[src/pkg/tws_pkg.sv]
// Package for the two-wire slave task, event and interrupt registers.
// Assumes a 32-bit APB with word-aligned byte addresses.
package tws_pkg;
  localparam logic [11:0] OFF_ARM_RX = 12'h030;
  localparam logic [11:0] OFF_ARM_TX = 12'h034;
  localparam logic [11:0] OFF_EV_STOPPED = 12'h104;
  localparam logic [11:0] OFF_EV_ERROR = 12'h124;
  localparam logic [11:0] OFF_EV_RX_BEGUN = 12'h14c;
  localparam logic [11:0] OFF_EV_TX_BEGUN = 12'h150;
  localparam logic [11:0] OFF_EV_WRITE = 12'h164;
  localparam logic [11:0] OFF_EV_READ = 12'h168;
  localparam logic [11:0] OFF_LINKS = 12'h200;
  localparam logic [11:0] OFF_IRQ_EN = 12'h300;
  localparam logic [11:0] OFF_IRQ_SET = 12'h304;
  localparam logic [11:0] OFF_IRQ_CLR = 12'h308;
  localparam logic [11:0] OFF_ERR_CAUSE = 12'h4d0;
  localparam logic [11:0] OFF_MATCH = 12'h4d4;
  localparam logic [11:0] OFF_ENABLE = 12'h500;
  // Event bit positions in the interrupt registers
  localparam int BIT_STOPPED = 1;
  localparam int BIT_ERROR = 9;
  localparam int BIT_RX_BEGUN = 19;
  localparam int BIT_TX_BEGUN = 20;
  localparam int BIT_WRITE = 25;
  localparam int BIT_READ = 26;
  localparam logic [31:0] IRQ_MASK = 32'h0618_0202;
  // Link bits and error cause bits
  localparam int BIT_WR_SUSPEND = 0;
  localparam int BIT_RD_SUSPEND = 1;
  localparam int BIT_OVERFLOW = 0;
  localparam int BIT_DATA_REFUSED = 2;
  localparam int BIT_TX_EXHAUSTED = 3;
  localparam logic [31:0] ERR_MASK = 32'h0000_000d;
  localparam logic [3:0] ENABLE_WIDTH_BITS = 4'hf;
  localparam logic [3:0] ENABLE_ON = 4'h9;
  localparam logic [31:0] REG_RESET = 32'h0000_0000;

  // Event pulses coming from the protocol engine
  typedef struct packed {
    logic stopped;
    logic error;
    logic rx_begun;
    logic tx_begun;
    logic write_cmd;
    logic read_cmd;
  } tws_events_t;

  // Error cause pulses from the protocol engine
  typedef struct packed {
    logic overflow;
    logic data_refused;
    logic tx_exhausted;
  } tws_errs_t;
endpackage : tws_pkg

[src/rtl/tws_regs.sv]
// Task, event, shortcut and interrupt registers of a two-wire slave.
// Assumes an APB master on the same clock and a protocol engine
// that pulses events for one cycle and consumes task strobes.
`timescale 1ns/1ns
`default_nettype none

// Contract
// - Writing one to arm-receive task arms slave for next write command.
// - Writing one to arm-transmit task arms slave for next read command.
// - Link bit 0 set: write-command event triggers suspend; clear: never.
// - Link bit 1 set: read-command event triggers suspend; both reset off.
// - Enable register holds bits 1,9,19,20,25,26 per event, reset off.
// - Clearer write ones clears enables; reading returns enable state.
// - Error cause bit 0 set on blocked receive overflow.
// - Error cause bit 2 set when a data byte is refused.
// - Error cause bit 3 set when transmit buffer over-read is blocked.
// - Match register bit 0 reports which address matched; resets zero.
// - Stopped event raised when a transaction ends by stop or task.
// - Bytes beyond receive limit are discarded, refused, raise error.
module tws_regs
  import tws_pkg::*;
(
  // Clock and reset
  input wire logic sys_clk_in,
  input wire logic rst_in,
  // APB slave
  input wire logic psel_in,
  input wire logic penable_in,
  input wire logic pwrite_in,
  input wire logic [11:0] paddr_in,
  input wire logic [31:0] pwdata_in,
  output logic [31:0] prdata_out,
  output logic pready_out,
  output logic pslverr_out,
  // Protocol engine side
  input wire tws_events_t events_in,
  input wire tws_errs_t errs_in,
  input wire logic match_valid_in,
  input wire logic match_index_in,
  output logic arm_rx_out,
  output logic arm_tx_out,
  output logic suspend_out,
  output logic enable_out,
  // Interrupt
  output logic irq_out
);

  // Zero-wait-state slave; decode is combinational
  wire logic wr_acc = psel_in & penable_in & pwrite_in;
  wire logic rd_acc = psel_in & penable_in & ~pwrite_in;
  wire logic wr_one = pwdata_in[0];

  function automatic logic hit(input logic [11:0] a, input logic [11:0] o);
    hit = (a == o);
  endfunction : hit

  // Event flags in register order
  localparam int NEV = 6;
  localparam logic [11:0] EV_OFF [NEV] = '{OFF_EV_STOPPED, OFF_EV_ERROR,
    OFF_EV_RX_BEGUN, OFF_EV_TX_BEGUN, OFF_EV_WRITE, OFF_EV_READ};
  localparam int EV_BIT [NEV] = '{BIT_STOPPED, BIT_ERROR, BIT_RX_BEGUN,
    BIT_TX_BEGUN, BIT_WRITE, BIT_READ};
  wire logic [NEV-1:0] ev_pulse = {events_in.read_cmd, events_in.write_cmd,
    events_in.tx_begun, events_in.rx_begun, events_in.error,
    events_in.stopped};

  logic [NEV-1:0] ev_q;
  logic [31:0] ev_vec;
  logic [31:0] irq_en_q;
  logic [1:0] links_q;
  logic [31:0] err_q;
  logic match_q;
  logic [3:0] enable_q;
  logic [31:0] rdata_d;
  logic [31:0] prdata_q;

  genvar g;
  generate
    for (g = 0; g < NEV; g++) begin : g_ev
      // Hardware set wins over a software clear in the same cycle
      always_ff @(posedge sys_clk_in) begin
        if (rst_in) begin
          ev_q[g] <= 1'b0;
        end else if (ev_pulse[g]) begin
          ev_q[g] <= 1'b1;
        end else if (wr_acc && hit(paddr_in, EV_OFF[g])) begin
          ev_q[g] <= wr_one;
        end
      end
      ev_set_a: assert property (@(posedge sys_clk_in)
        disable iff (rst_in)
        ev_pulse[g] |=> ev_q[g])
        else $error("event flag not set");
      ev_clr_a: assert property (@(posedge sys_clk_in)
        disable iff (rst_in)
        wr_acc && hit(paddr_in, EV_OFF[g]) && !wr_one && !ev_pulse[g]
        |=> !ev_q[g])
        else $error("event flag not cleared");
      // Only a write to its own register may drop a flag
      ev_hold_a: assert property (@(posedge sys_clk_in)
        disable iff (rst_in)
        ev_q[g] && !(wr_acc && hit(paddr_in, EV_OFF[g]))
        |=> ev_q[g])
        else $error("event flag lost");
      ev_irq_a: assert property (@(posedge sys_clk_in)
        disable iff (rst_in)
        ev_q[g] && irq_en_q[EV_BIT[g]] |-> irq_out)
        else $error("enabled event gives no interrupt");
    end
  endgenerate

  ev_sticky_a: assert property (@(posedge sys_clk_in)
    disable iff (rst_in)
    events_in.stopped |=> ev_q[0])
    else $error("stopped flag not set");

  always_comb begin
    ev_vec = '0;
    for (int i = 0; i < NEV; i++) begin
      ev_vec[EV_BIT[i]] = ev_q[i];
    end
  end

  // Tasks are one-cycle strobes; writing zero does nothing
  assign arm_rx_out = wr_acc & hit(paddr_in, OFF_ARM_RX) & wr_one;
  assign arm_tx_out = wr_acc & hit(paddr_in, OFF_ARM_TX) & wr_one;
  arm_rx_a: assert property (@(posedge sys_clk_in)
    disable iff (rst_in)
    arm_rx_out |-> wr_acc && paddr_in == OFF_ARM_RX && pwdata_in[0])
    else $error("arm receive without write of one");
  arm_tx_a: assert property (@(posedge sys_clk_in)
    disable iff (rst_in)
    wr_acc && paddr_in == OFF_ARM_TX && pwdata_in[0] |-> arm_tx_out)
    else $error("arm transmit missed");
  task_zero_a: assert property (@(posedge sys_clk_in)
    disable iff (rst_in)
    wr_acc && !wr_one |-> !arm_rx_out && !arm_tx_out)
    else $error("task fired on a zero write");

  // Shortcut fires in the event's own cycle
  assign suspend_out =
    (links_q[BIT_WR_SUSPEND] & events_in.write_cmd) |
    (links_q[BIT_RD_SUSPEND] & events_in.read_cmd);
  // A read command in the same cycle may raise suspend on its own
  wr_suspend_a: assert property (@(posedge sys_clk_in)
    disable iff (rst_in)
    events_in.write_cmd && !events_in.read_cmd |->
    suspend_out == links_q[BIT_WR_SUSPEND])
    else $error("write shortcut mismatch");
  rd_suspend_a: assert property (@(posedge sys_clk_in)
    disable iff (rst_in)
    events_in.read_cmd && links_q[BIT_RD_SUSPEND] |-> suspend_out)
    else $error("read shortcut missing");
  no_spur_susp_a: assert property (@(posedge sys_clk_in)
    disable iff (rst_in)
    !events_in.read_cmd && !events_in.write_cmd |-> !suspend_out)
    else $error("spurious suspend");

  always_ff @(posedge sys_clk_in) begin
    if (rst_in) begin
      links_q <= 2'h0;
    end else if (wr_acc && hit(paddr_in, OFF_LINKS)) begin
      links_q <= pwdata_in[1:0];
    end
  end
  links_write_a: assert property (@(posedge sys_clk_in)
    disable iff (rst_in)
    wr_acc && hit(paddr_in, OFF_LINKS) |=> links_q == $past(pwdata_in[1:0]))
    else $error("shortcut bits not written");

  wire logic [31:0] en_wmask = IRQ_MASK & pwdata_in;
  always_ff @(posedge sys_clk_in) begin
    if (rst_in) begin
      irq_en_q <= REG_RESET;
    end else if (wr_acc && hit(paddr_in, OFF_IRQ_EN)) begin
      irq_en_q <= en_wmask;
    end else if (wr_acc && hit(paddr_in, OFF_IRQ_SET)) begin
      irq_en_q <= irq_en_q | en_wmask;
    end else if (wr_acc && hit(paddr_in, OFF_IRQ_CLR)) begin
      irq_en_q <= irq_en_q & ~en_wmask;
    end
  end
  irq_set_a: assert property (@(posedge sys_clk_in)
    disable iff (rst_in)
    wr_acc && paddr_in == OFF_IRQ_SET && pwdata_in[BIT_ERROR]
    |=> irq_en_q[BIT_ERROR])
    else $error("enable set failed");
  irq_clr_a: assert property (@(posedge sys_clk_in)
    disable iff (rst_in)
    wr_acc && paddr_in == OFF_IRQ_CLR && pwdata_in[BIT_READ]
    |=> !irq_en_q[BIT_READ])
    else $error("enable clear failed");
  // Bits without an event must never latch, whatever software writes
  en_mask_a: assert property (@(posedge sys_clk_in)
    disable iff (rst_in)
    (irq_en_q & ~IRQ_MASK) == 32'h0)
    else $error("enable bit outside event set");
  en_write_a: assert property (@(posedge sys_clk_in)
    disable iff (rst_in)
    wr_acc && hit(paddr_in, OFF_IRQ_EN) |=> irq_en_q == $past(en_wmask))
    else $error("enable write lost");
  set_zero_a: assert property (@(posedge sys_clk_in)
    disable iff (rst_in)
    wr_acc && hit(paddr_in, OFF_IRQ_SET) && pwdata_in == 32'h0
    |=> $stable(irq_en_q))
    else $error("zero write to setter changed enables");
  clr_zero_a: assert property (@(posedge sys_clk_in)
    disable iff (rst_in)
    wr_acc && hit(paddr_in, OFF_IRQ_CLR) && pwdata_in == 32'h0
    |=> $stable(irq_en_q))
    else $error("zero write to clearer changed enables");

  // Error causes: engine sets, software writes ones to clear
  wire logic [31:0] err_set = {28'h0, errs_in.tx_exhausted,
    errs_in.data_refused, 1'b0, errs_in.overflow};
  always_ff @(posedge sys_clk_in) begin
    if (rst_in) begin
      err_q <= REG_RESET;
    end else if (wr_acc && hit(paddr_in, OFF_ERR_CAUSE)) begin
      err_q <= (err_q & ~(pwdata_in & ERR_MASK)) | err_set;
    end else begin
      err_q <= err_q | err_set;
    end
  end
  err_refused_a: assert property (@(posedge sys_clk_in)
    disable iff (rst_in)
    errs_in.data_refused |=> err_q[BIT_DATA_REFUSED])
    else $error("refused byte cause missing");
  err_over_a: assert property (@(posedge sys_clk_in)
    disable iff (rst_in)
    errs_in.overflow |=> err_q[BIT_OVERFLOW])
    else $error("overflow cause missing");
  err_exh_a: assert property (@(posedge sys_clk_in)
    disable iff (rst_in)
    errs_in.tx_exhausted |=> err_q[BIT_TX_EXHAUSTED])
    else $error("over-read cause missing");
  err_clr_a: assert property (@(posedge sys_clk_in)
    disable iff (rst_in)
    wr_acc && hit(paddr_in, OFF_ERR_CAUSE) &&
    pwdata_in[BIT_DATA_REFUSED] && !errs_in.data_refused
    |=> !err_q[BIT_DATA_REFUSED])
    else $error("error cause not cleared");
  err_rsvd_a: assert property (@(posedge sys_clk_in)
    disable iff (rst_in)
    (err_q & ~ERR_MASK) == 32'h0)
    else $error("error cause outside defined bits");

  always_ff @(posedge sys_clk_in) begin
    if (rst_in) begin
      match_q <= 1'b0;
    end else if (match_valid_in) begin
      match_q <= match_index_in;
    end
  end
  match_a: assert property (@(posedge sys_clk_in)
    disable iff (rst_in)
    match_valid_in |=> match_q == $past(match_index_in))
    else $error("match status stale");
  // The index wire wanders between matches; status must not follow it
  match_hold_a: assert property (@(posedge sys_clk_in)
    disable iff (rst_in)
    !match_valid_in |=> $stable(match_q))
    else $error("match status moved without a match");

  always_ff @(posedge sys_clk_in) begin
    if (rst_in) begin
      enable_q <= 4'h0;
    end else if (wr_acc && hit(paddr_in, OFF_ENABLE)) begin
      enable_q <= pwdata_in[3:0];
    end
  end
  // Only the enabled code turns the slave on
  assign enable_out = (enable_q == ENABLE_ON);
  en_on_a: assert property (@(posedge sys_clk_in)
    disable iff (rst_in)
    wr_acc && hit(paddr_in, OFF_ENABLE)
    |=> enable_out == ($past(pwdata_in[3:0]) == ENABLE_ON))
    else $error("enable code not decoded");

  // Level interrupt from flags gated by enables
  assign irq_out = |(ev_vec & irq_en_q);
  irq_line_a: assert property (@(posedge sys_clk_in)
    disable iff (rst_in)
    ev_q[1] && irq_en_q[BIT_ERROR] |-> irq_out)
    else $error("interrupt not raised");
  irq_quiet_a: assert property (@(posedge sys_clk_in)
    disable iff (rst_in)
    irq_en_q == 32'h0 |-> !irq_out)
    else $error("interrupt with all enables off");

  // Read mux; task registers and unmapped offsets read zero
  always_comb begin
    rdata_d = '0;
    case (paddr_in)
      OFF_EV_STOPPED: rdata_d = {31'h0, ev_q[0]};
      OFF_EV_ERROR: rdata_d = {31'h0, ev_q[1]};
      OFF_EV_RX_BEGUN: rdata_d = {31'h0, ev_q[2]};
      OFF_EV_TX_BEGUN: rdata_d = {31'h0, ev_q[3]};
      OFF_EV_WRITE: rdata_d = {31'h0, ev_q[4]};
      OFF_EV_READ: rdata_d = {31'h0, ev_q[5]};
      OFF_LINKS: rdata_d = {30'h0, links_q};
      OFF_IRQ_EN, OFF_IRQ_SET, OFF_IRQ_CLR: rdata_d = irq_en_q;
      OFF_ERR_CAUSE: rdata_d = err_q;
      OFF_MATCH: rdata_d = {31'h0, match_q};
      OFF_ENABLE: rdata_d = {28'h0, enable_q};
      default: rdata_d = '0;
    endcase
  end

  // Data output from a flop, loaded during setup phase
  always_ff @(posedge sys_clk_in) begin
    if (rst_in) begin
      prdata_q <= REG_RESET;
    end else if (psel_in && !penable_in && !pwrite_in) begin
      prdata_q <= rdata_d;
    end
  end
  assign prdata_out = prdata_q;
  assign pready_out = 1'b1;
  assign pslverr_out = 1'b0;

  // Read data must not move between setup and access
  rd_stable_a: assert property (@(posedge sys_clk_in)
    disable iff (rst_in)
    rd_acc && $past(psel_in && !penable_in)
    |-> prdata_out == $past(rdata_d))
    else $error("read data moved during access");
  pready_a: assert property (@(posedge sys_clk_in)
    disable iff (rst_in)
    psel_in && penable_in |-> pready_out && !pslverr_out)
    else $error("access not answered cleanly");
  reset_vals_a: assert property (@(posedge sys_clk_in)
    rst_in |=> irq_en_q == REG_RESET && links_q == 2'h0 && !match_q &&
    err_q == REG_RESET && ev_q == '0 && !enable_out)
    else $error("register not cleared by reset");

  // Main scenarios
  cv_susp_c: cover property (@(posedge sys_clk_in) suspend_out);
  cv_irq_c: cover property (@(posedge sys_clk_in) $rose(irq_out));
  cv_arm_c: cover property (@(posedge sys_clk_in) arm_rx_out ##[1:20]
    events_in.rx_begun);
  cv_err_c: cover property (@(posedge sys_clk_in) errs_in.tx_exhausted);
  cv_match_c: cover property (@(posedge sys_clk_in) match_valid_in);

endmodule : tws_regs
`default_nettype wire

[config.mk]
export PLATFORM = sky130hd
export DESIGN_NAME = tws_regs
export DESIGN_NICKNAME = d
export VERILOG_FILES = /design/src/pkg/tws_pkg.sv /design/src/rtl/tws_regs.sv
export SDC_FILE = /design/constraint.sdc
export NUM_CORES = 1
export LEC_CHECK = 0
export ABC_AREA = 1
export BUFFER_PORTS_ARGS = -buffer_cell sky130_fd_sc_hd__buf_2
export CORE_ASPECT_RATIO = 0.5
export CORE_MARGIN = 8
export CORE_UTILIZATION = 41
export DETAILED_ROUTE_END_ITERATION = 10
export GPL_TIMING_DRIVEN = 0
export PLACE_DENSITY_LB_ADDON = 0.3
export SETUP_SLACK_MARGIN = 0.1
export SKIP_CTS_REPAIR_TIMING = 1
export SLEW_MARGIN = 20
export SYNTH_ARGS = -nofsm -noshare
export SYNTH_HDL_FRONTEND = slang
export SYNTH_SLANG_ARGS = --single-unit
[constraint.sdc]
create_clock -name sys_clk_in -period 0.94 [get_ports sys_clk_in]
set_input_delay 0.047 -clock sys_clk_in [delete_from_list [all_inputs] [get_ports sys_clk_in]]
set_output_delay 0.047 -clock sys_clk_in [all_outputs]
set_load 0.005 [all_outputs]
==> run_summary.xml <==
<?xml version="1.0" encoding="UTF-8"?>
<metrics>
  <group name="clock_tree">
    <metric name="insertion_delay_of_the_later_clocked_pin_in_the_worst_skew_pair" unit="ns">0.29</metric>
    <metric name="ctsRootBufferMaster" unit="">sky130_fd_sc_hd__clkbuf_8</metric>
    <metric name="tritoncts" unit="">built</metric>
    <metric name="cts-buffers-inserted" unit="">5</metric>
    <metric name="cts_buffer_depth" unit="">2</metric>
    <metric name="cts.reportedPaths.clkPinSlew" unit="ns">0.07</metric>
    <metric name="cts.htree.levels" unit="">2</metric>
    <metric name="clock_sink_count" unit="">31</metric>
  </group>
  <group name="routing">
    <metric name="detail_route.first_pass.iterations" unit="">5</metric>
    <metric name="remaining_design_rule_violation_count" unit="">0</metric>
    <metric name="mean_number_of_vias_per_cell" unit="">4.97</metric>
    <metric name="routed_wirelength" unit="µm">6570</metric>
    <metric name="drt_iter0_markers" unit="">162</metric>
    <metric name="via_count" unit="">2298</metric>
    <metric name="final_antenna_net_count" unit="">0</metric>
    <metric name="routed_len_inst" unit="µm">14.2</metric>
  </group>
  <group name="power">
    <metric name="leakagePower" unit="µW">0.00141</metric>
    <metric name="total_power_per_unit_cell_area" unit="nW/µm²">1080</metric>
    <metric name="vdd_drop_max" unit="V">0.000807</metric>
  </group>
  <group name="global_route">
    <metric name="grt_remaining_overflow" unit="">0</metric>
    <metric name="global_route_wire_length_before_repair" unit="µm">8960</metric>
    <metric name="overall_global_routing_usage" unit="">0.148</metric>
    <metric name="grt_busiest_layer" unit="">met2</metric>
    <metric name="gr-usage-met2" unit="">0.230</metric>
    <metric name="use_met1" unit="">0.188</metric>
    <metric name="initial_antenna_violation_count" unit="">0</metric>
    <metric name="grt_max_degree" unit="">11</metric>
    <metric name="vias_in_the_first_global_route" unit="">1976</metric>
    <metric name="grtUsageMet3" unit="">0.0609</metric>
  </group>
  <group name="finish">
    <metric name="syn2layout_area_growth" unit="%">61.3</metric>
    <metric name="mostFrequentLayoutCell" unit="">sky130_fd_sc_hd__buf_4</metric>
    <metric name="fillerInstances" unit="">344</metric>
    <metric name="post_route_core_utilization" unit="">0.700</metric>
    <metric name="final_cell_count_no_fill" unit="">462</metric>
    <metric name="layout.cells.most_common_list" unit="">sky130_fd_sc_hd__buf_4 (47), sky130_fd_sc_hd__nand2_1 (40), sky130_fd_sc_hd__buf_2 (38), sky130_fd_sc_hd__conb_1 (25), sky130_fd_sc_hd__nor2_1 (24)</metric>
    <metric name="antenna_cells_inserted" unit="">0</metric>
    <metric name="num-nets-final" unit="">464</metric>
    <metric name="layout-drive-gt1-share" unit="">0.523</metric>
  </group>
  <group name="yosys">
    <metric name="synth.lib_cells_used.distinct" unit="">29</metric>
    <metric name="ranking_of_synthesized_cells_by_area" unit="">sky130_fd_sc_hd__dfxtp_1 (32%), sky130_fd_sc_hd__nand2_1 (11%), sky130_fd_sc_hd__buf_4 (10%), sky130_fd_sc_hd__a21oi_1 (7.5%), sky130_fd_sc_hd__nor2_1 (7.2%)</metric>
    <metric name="async_flop_share" unit="">0</metric>
    <metric name="flop_and_latch_count_out_of_synthesis" unit="">31</metric>
    <metric name="synth.yosys.seq_area_share" unit="">0.320</metric>
    <metric name="yosys_most_used_dff" unit="">sky130_fd_sc_hd__dfxtp_1</metric>
    <metric name="synthDominantCellAreaShare" unit="">0.320</metric>
    <metric name="synth_enable_flop_cells" unit="">0</metric>
    <metric name="synthesis.area" unit="µm²">1940</metric>
    <metric name="synth.largest_area_cell" unit="">sky130_fd_sc_hd__dfxtp_1</metric>
    <metric name="postSynthAreaPerCell" unit="µm²">6.44</metric>
    <metric name="synth_warnings" unit="">0</metric>
    <metric name="netlist_instances" unit="">301</metric>
  </group>
  <group name="critical_path">
    <metric name="arrival" unit="ns">1.30</metric>
    <metric name="timing.critical_path.to_type" unit="">primary output</metric>
    <metric name="reg2reg_depth" unit="">7</metric>
    <metric name="critical_path.reg2reg.endpoint" unit="">prdata_out[0]</metric>
    <metric name="timing.rr.start" unit="">ev_q[4]</metric>
    <metric name="worst_setup_path_start_kind" unit="">register</metric>
    <metric name="crit_fanout" unit="">3</metric>
    <metric name="rrSetupSlack" unit="ns">-0.08</metric>
    <metric name="worst_ep_required_time" unit="ns">0.89</metric>
    <metric name="setup.worst_path.class" unit="">reg -&gt; out</metric>
  </group>
  <group name="sta">
    <metric name="grt_setup_unrepaired" unit="">true</metric>
    <metric name="finalWorstSetupSlack" unit="ns">-0.404</metric>
    <metric name="fmaxAchievable" unit="MHz">744</metric>
    <metric name="finalMaxSlewViolations" unit="">0</metric>
    <metric name="whs" unit="ns">-0.0301</metric>
    <metric name="layout_min_cycle_time" unit="ns">1.34</metric>
    <metric name="timing_worst_slew_pin_value" unit="ns">0.658</metric>
    <metric name="report.final.hold_viol_count" unit="">5</metric>
    <metric name="slew-limit-headroom" unit="">0.562</metric>
    <metric name="min_period_over_period" unit="">1.43</metric>
    <metric name="setup_violations" unit="">13</metric>
    <metric name="clock_skew" unit="ns">0.00448</metric>
  </group>
  <group name="place">
    <metric name="gp_congestion" unit="">0.903</metric>
    <metric name="dpl.hpwl" unit="µm">4480</metric>
    <metric name="placed_cells" unit="">431</metric>
    <metric name="post_placement_worst_setup_slack" unit="ns">-0.378</metric>
    <metric name="io_buffer_count" unit="">50</metric>
  </group>
  <group name="hold_path">
    <metric name="hold-path-cell-count" unit="">3</metric>
    <metric name="holdPathEnd" unit="">ev_q[3]</metric>
    <metric name="timing.hold.worst.start" unit="">events_in[2]</metric>
    <metric name="path_category_of_the_worst_min_delay_check" unit="">in -&gt; reg</metric>
  </group>
  <group name="die">
    <metric name="initial_util" unit="">0.434</metric>
    <metric name="std_cell_rows" unit="">17</metric>
    <metric name="design.portCount" unit="">99</metric>
    <metric name="fp.coreArea" unit="µm²">4470</metric>
    <metric name="floorplan.die.height" unit="µm">64.6</metric>
    <metric name="design.die.area" unit="µm²">7320</metric>
    <metric name="die_w" unit="µm">113</metric>
  </group>
  <group name="run">
    <metric name="drv_cap" unit="">0</metric>
  </group>
  <group name="outcome">
    <metric name="failed_checks" unit="">hold timing, setup timing</metric>
    <metric name="run_status" unit="">finished with violations</metric>
  </group>
</metrics>
[power by group]
part	total, µW	internal (µW)	switching (µW)
Combinational	628	283	345
Clock	1370	857	512
Sequential	1370	1340	29.6
[critical path, stage by stage, from the launching register on]
cell	delay, ns
sky130_fd_sc_hd__dfxtp_2	0.33
sky130_fd_sc_hd__a22o_1	0.23
sky130_fd_sc_hd__a221oi_2	0.20
sky130_fd_sc_hd__nand3_1	0.11
sky130_fd_sc_hd__buf_2	0.14
[routing by layer]
layer	vias to the layer above	share of wire
met5	-	0
met4	0	0.020
met3	20	0.086
met2	107	0.45
met1	1042	0.44
li1	1129	-
[worst max-delay path by stage]
stage	start	end	slack, ns
3_5_place_dp	paddr_in[10]	register	-0.38
3_3_place_gp	paddr_in[10]	register	-0.33
6_report	register	irq_out	-0.40
5_1_grt	register	irq_out	-0.49
4_1_cts	ev_q[4]	irq_out	-0.48
2_1_floorplan	paddr_in[10]	ev_q[1]	-0.03
[cell families (layout without fill, tap and decap cells)]
group           after synthesis  in the layout  share of synthesized area
compound gates               58             58                      0.165
buf+inv                      67            148                      0.180
flops                        31             31                      0.320
other cells                   2             25                    0.00387
simple gates                143            143                      0.332
[final cells by class]
class,instances,area [µm²],area share
Buffer,29,214,0.0684
Sequential cell,31,633,0.202
Timing Repair Buffer,73,500,0.160
Clock inverter,2,35.0,0.0112
Tap cell,57,71.3,0.0228
Inverter,38,163,0.0520
Multi-Input combinational cell,226,1430,0.457
Clock buffer,6,82.6,0.0264
[stage by stage]
| step | setup TNS [ns] | area, µm² | hold slack, ns | power, µW |
|---|---|---|---|---|
| 3_3_place_gp | -7.07 | 2410 | 0.239 | 1820 |
| 6_report | -1.09 | 3130 | -0.0301 | 3370 |
| 4_1_cts | -1.24 | 2530 | -0.0526 | 3170 |
| 2_1_floorplan | -0.139 | 2090 | 0.141 | 1660 |
| 3_5_place_dp | -7.92 | 2410 | 0.243 | 1830 |
| 5_1_grt | -2.31 | 3130 | -0.0139 | 3520 |
[Yosys cell counts, types with 3 or more instances]
cell type / n
sky130_fd_sc_hd__nand2_1: 58
sky130_fd_sc_hd__buf_4: 26
sky130_fd_sc_hd__nand2_2: 5
sky130_fd_sc_hd__o21ai_0: 16
sky130_fd_sc_hd__clkbuf_1: 3
sky130_fd_sc_hd__nand3_1: 24
sky130_fd_sc_hd__inv_1: 30
sky130_fd_sc_hd__nor2_1: 37
sky130_fd_sc_hd__nor2_2: 5
sky130_fd_sc_hd__nor3_1: 4
sky130_fd_sc_hd__nand4_1: 3
sky130_fd_sc_hd__o31ai_1: 3
sky130_fd_sc_hd__dfxtp_1: 31
sky130_fd_sc_hd__inv_2: 8
sky130_fd_sc_hd__a21oi_1: 29
sky130_fd_sc_hd__o21ai_1: 3
No activity file was read; power rests on OpenSTA's default activity.
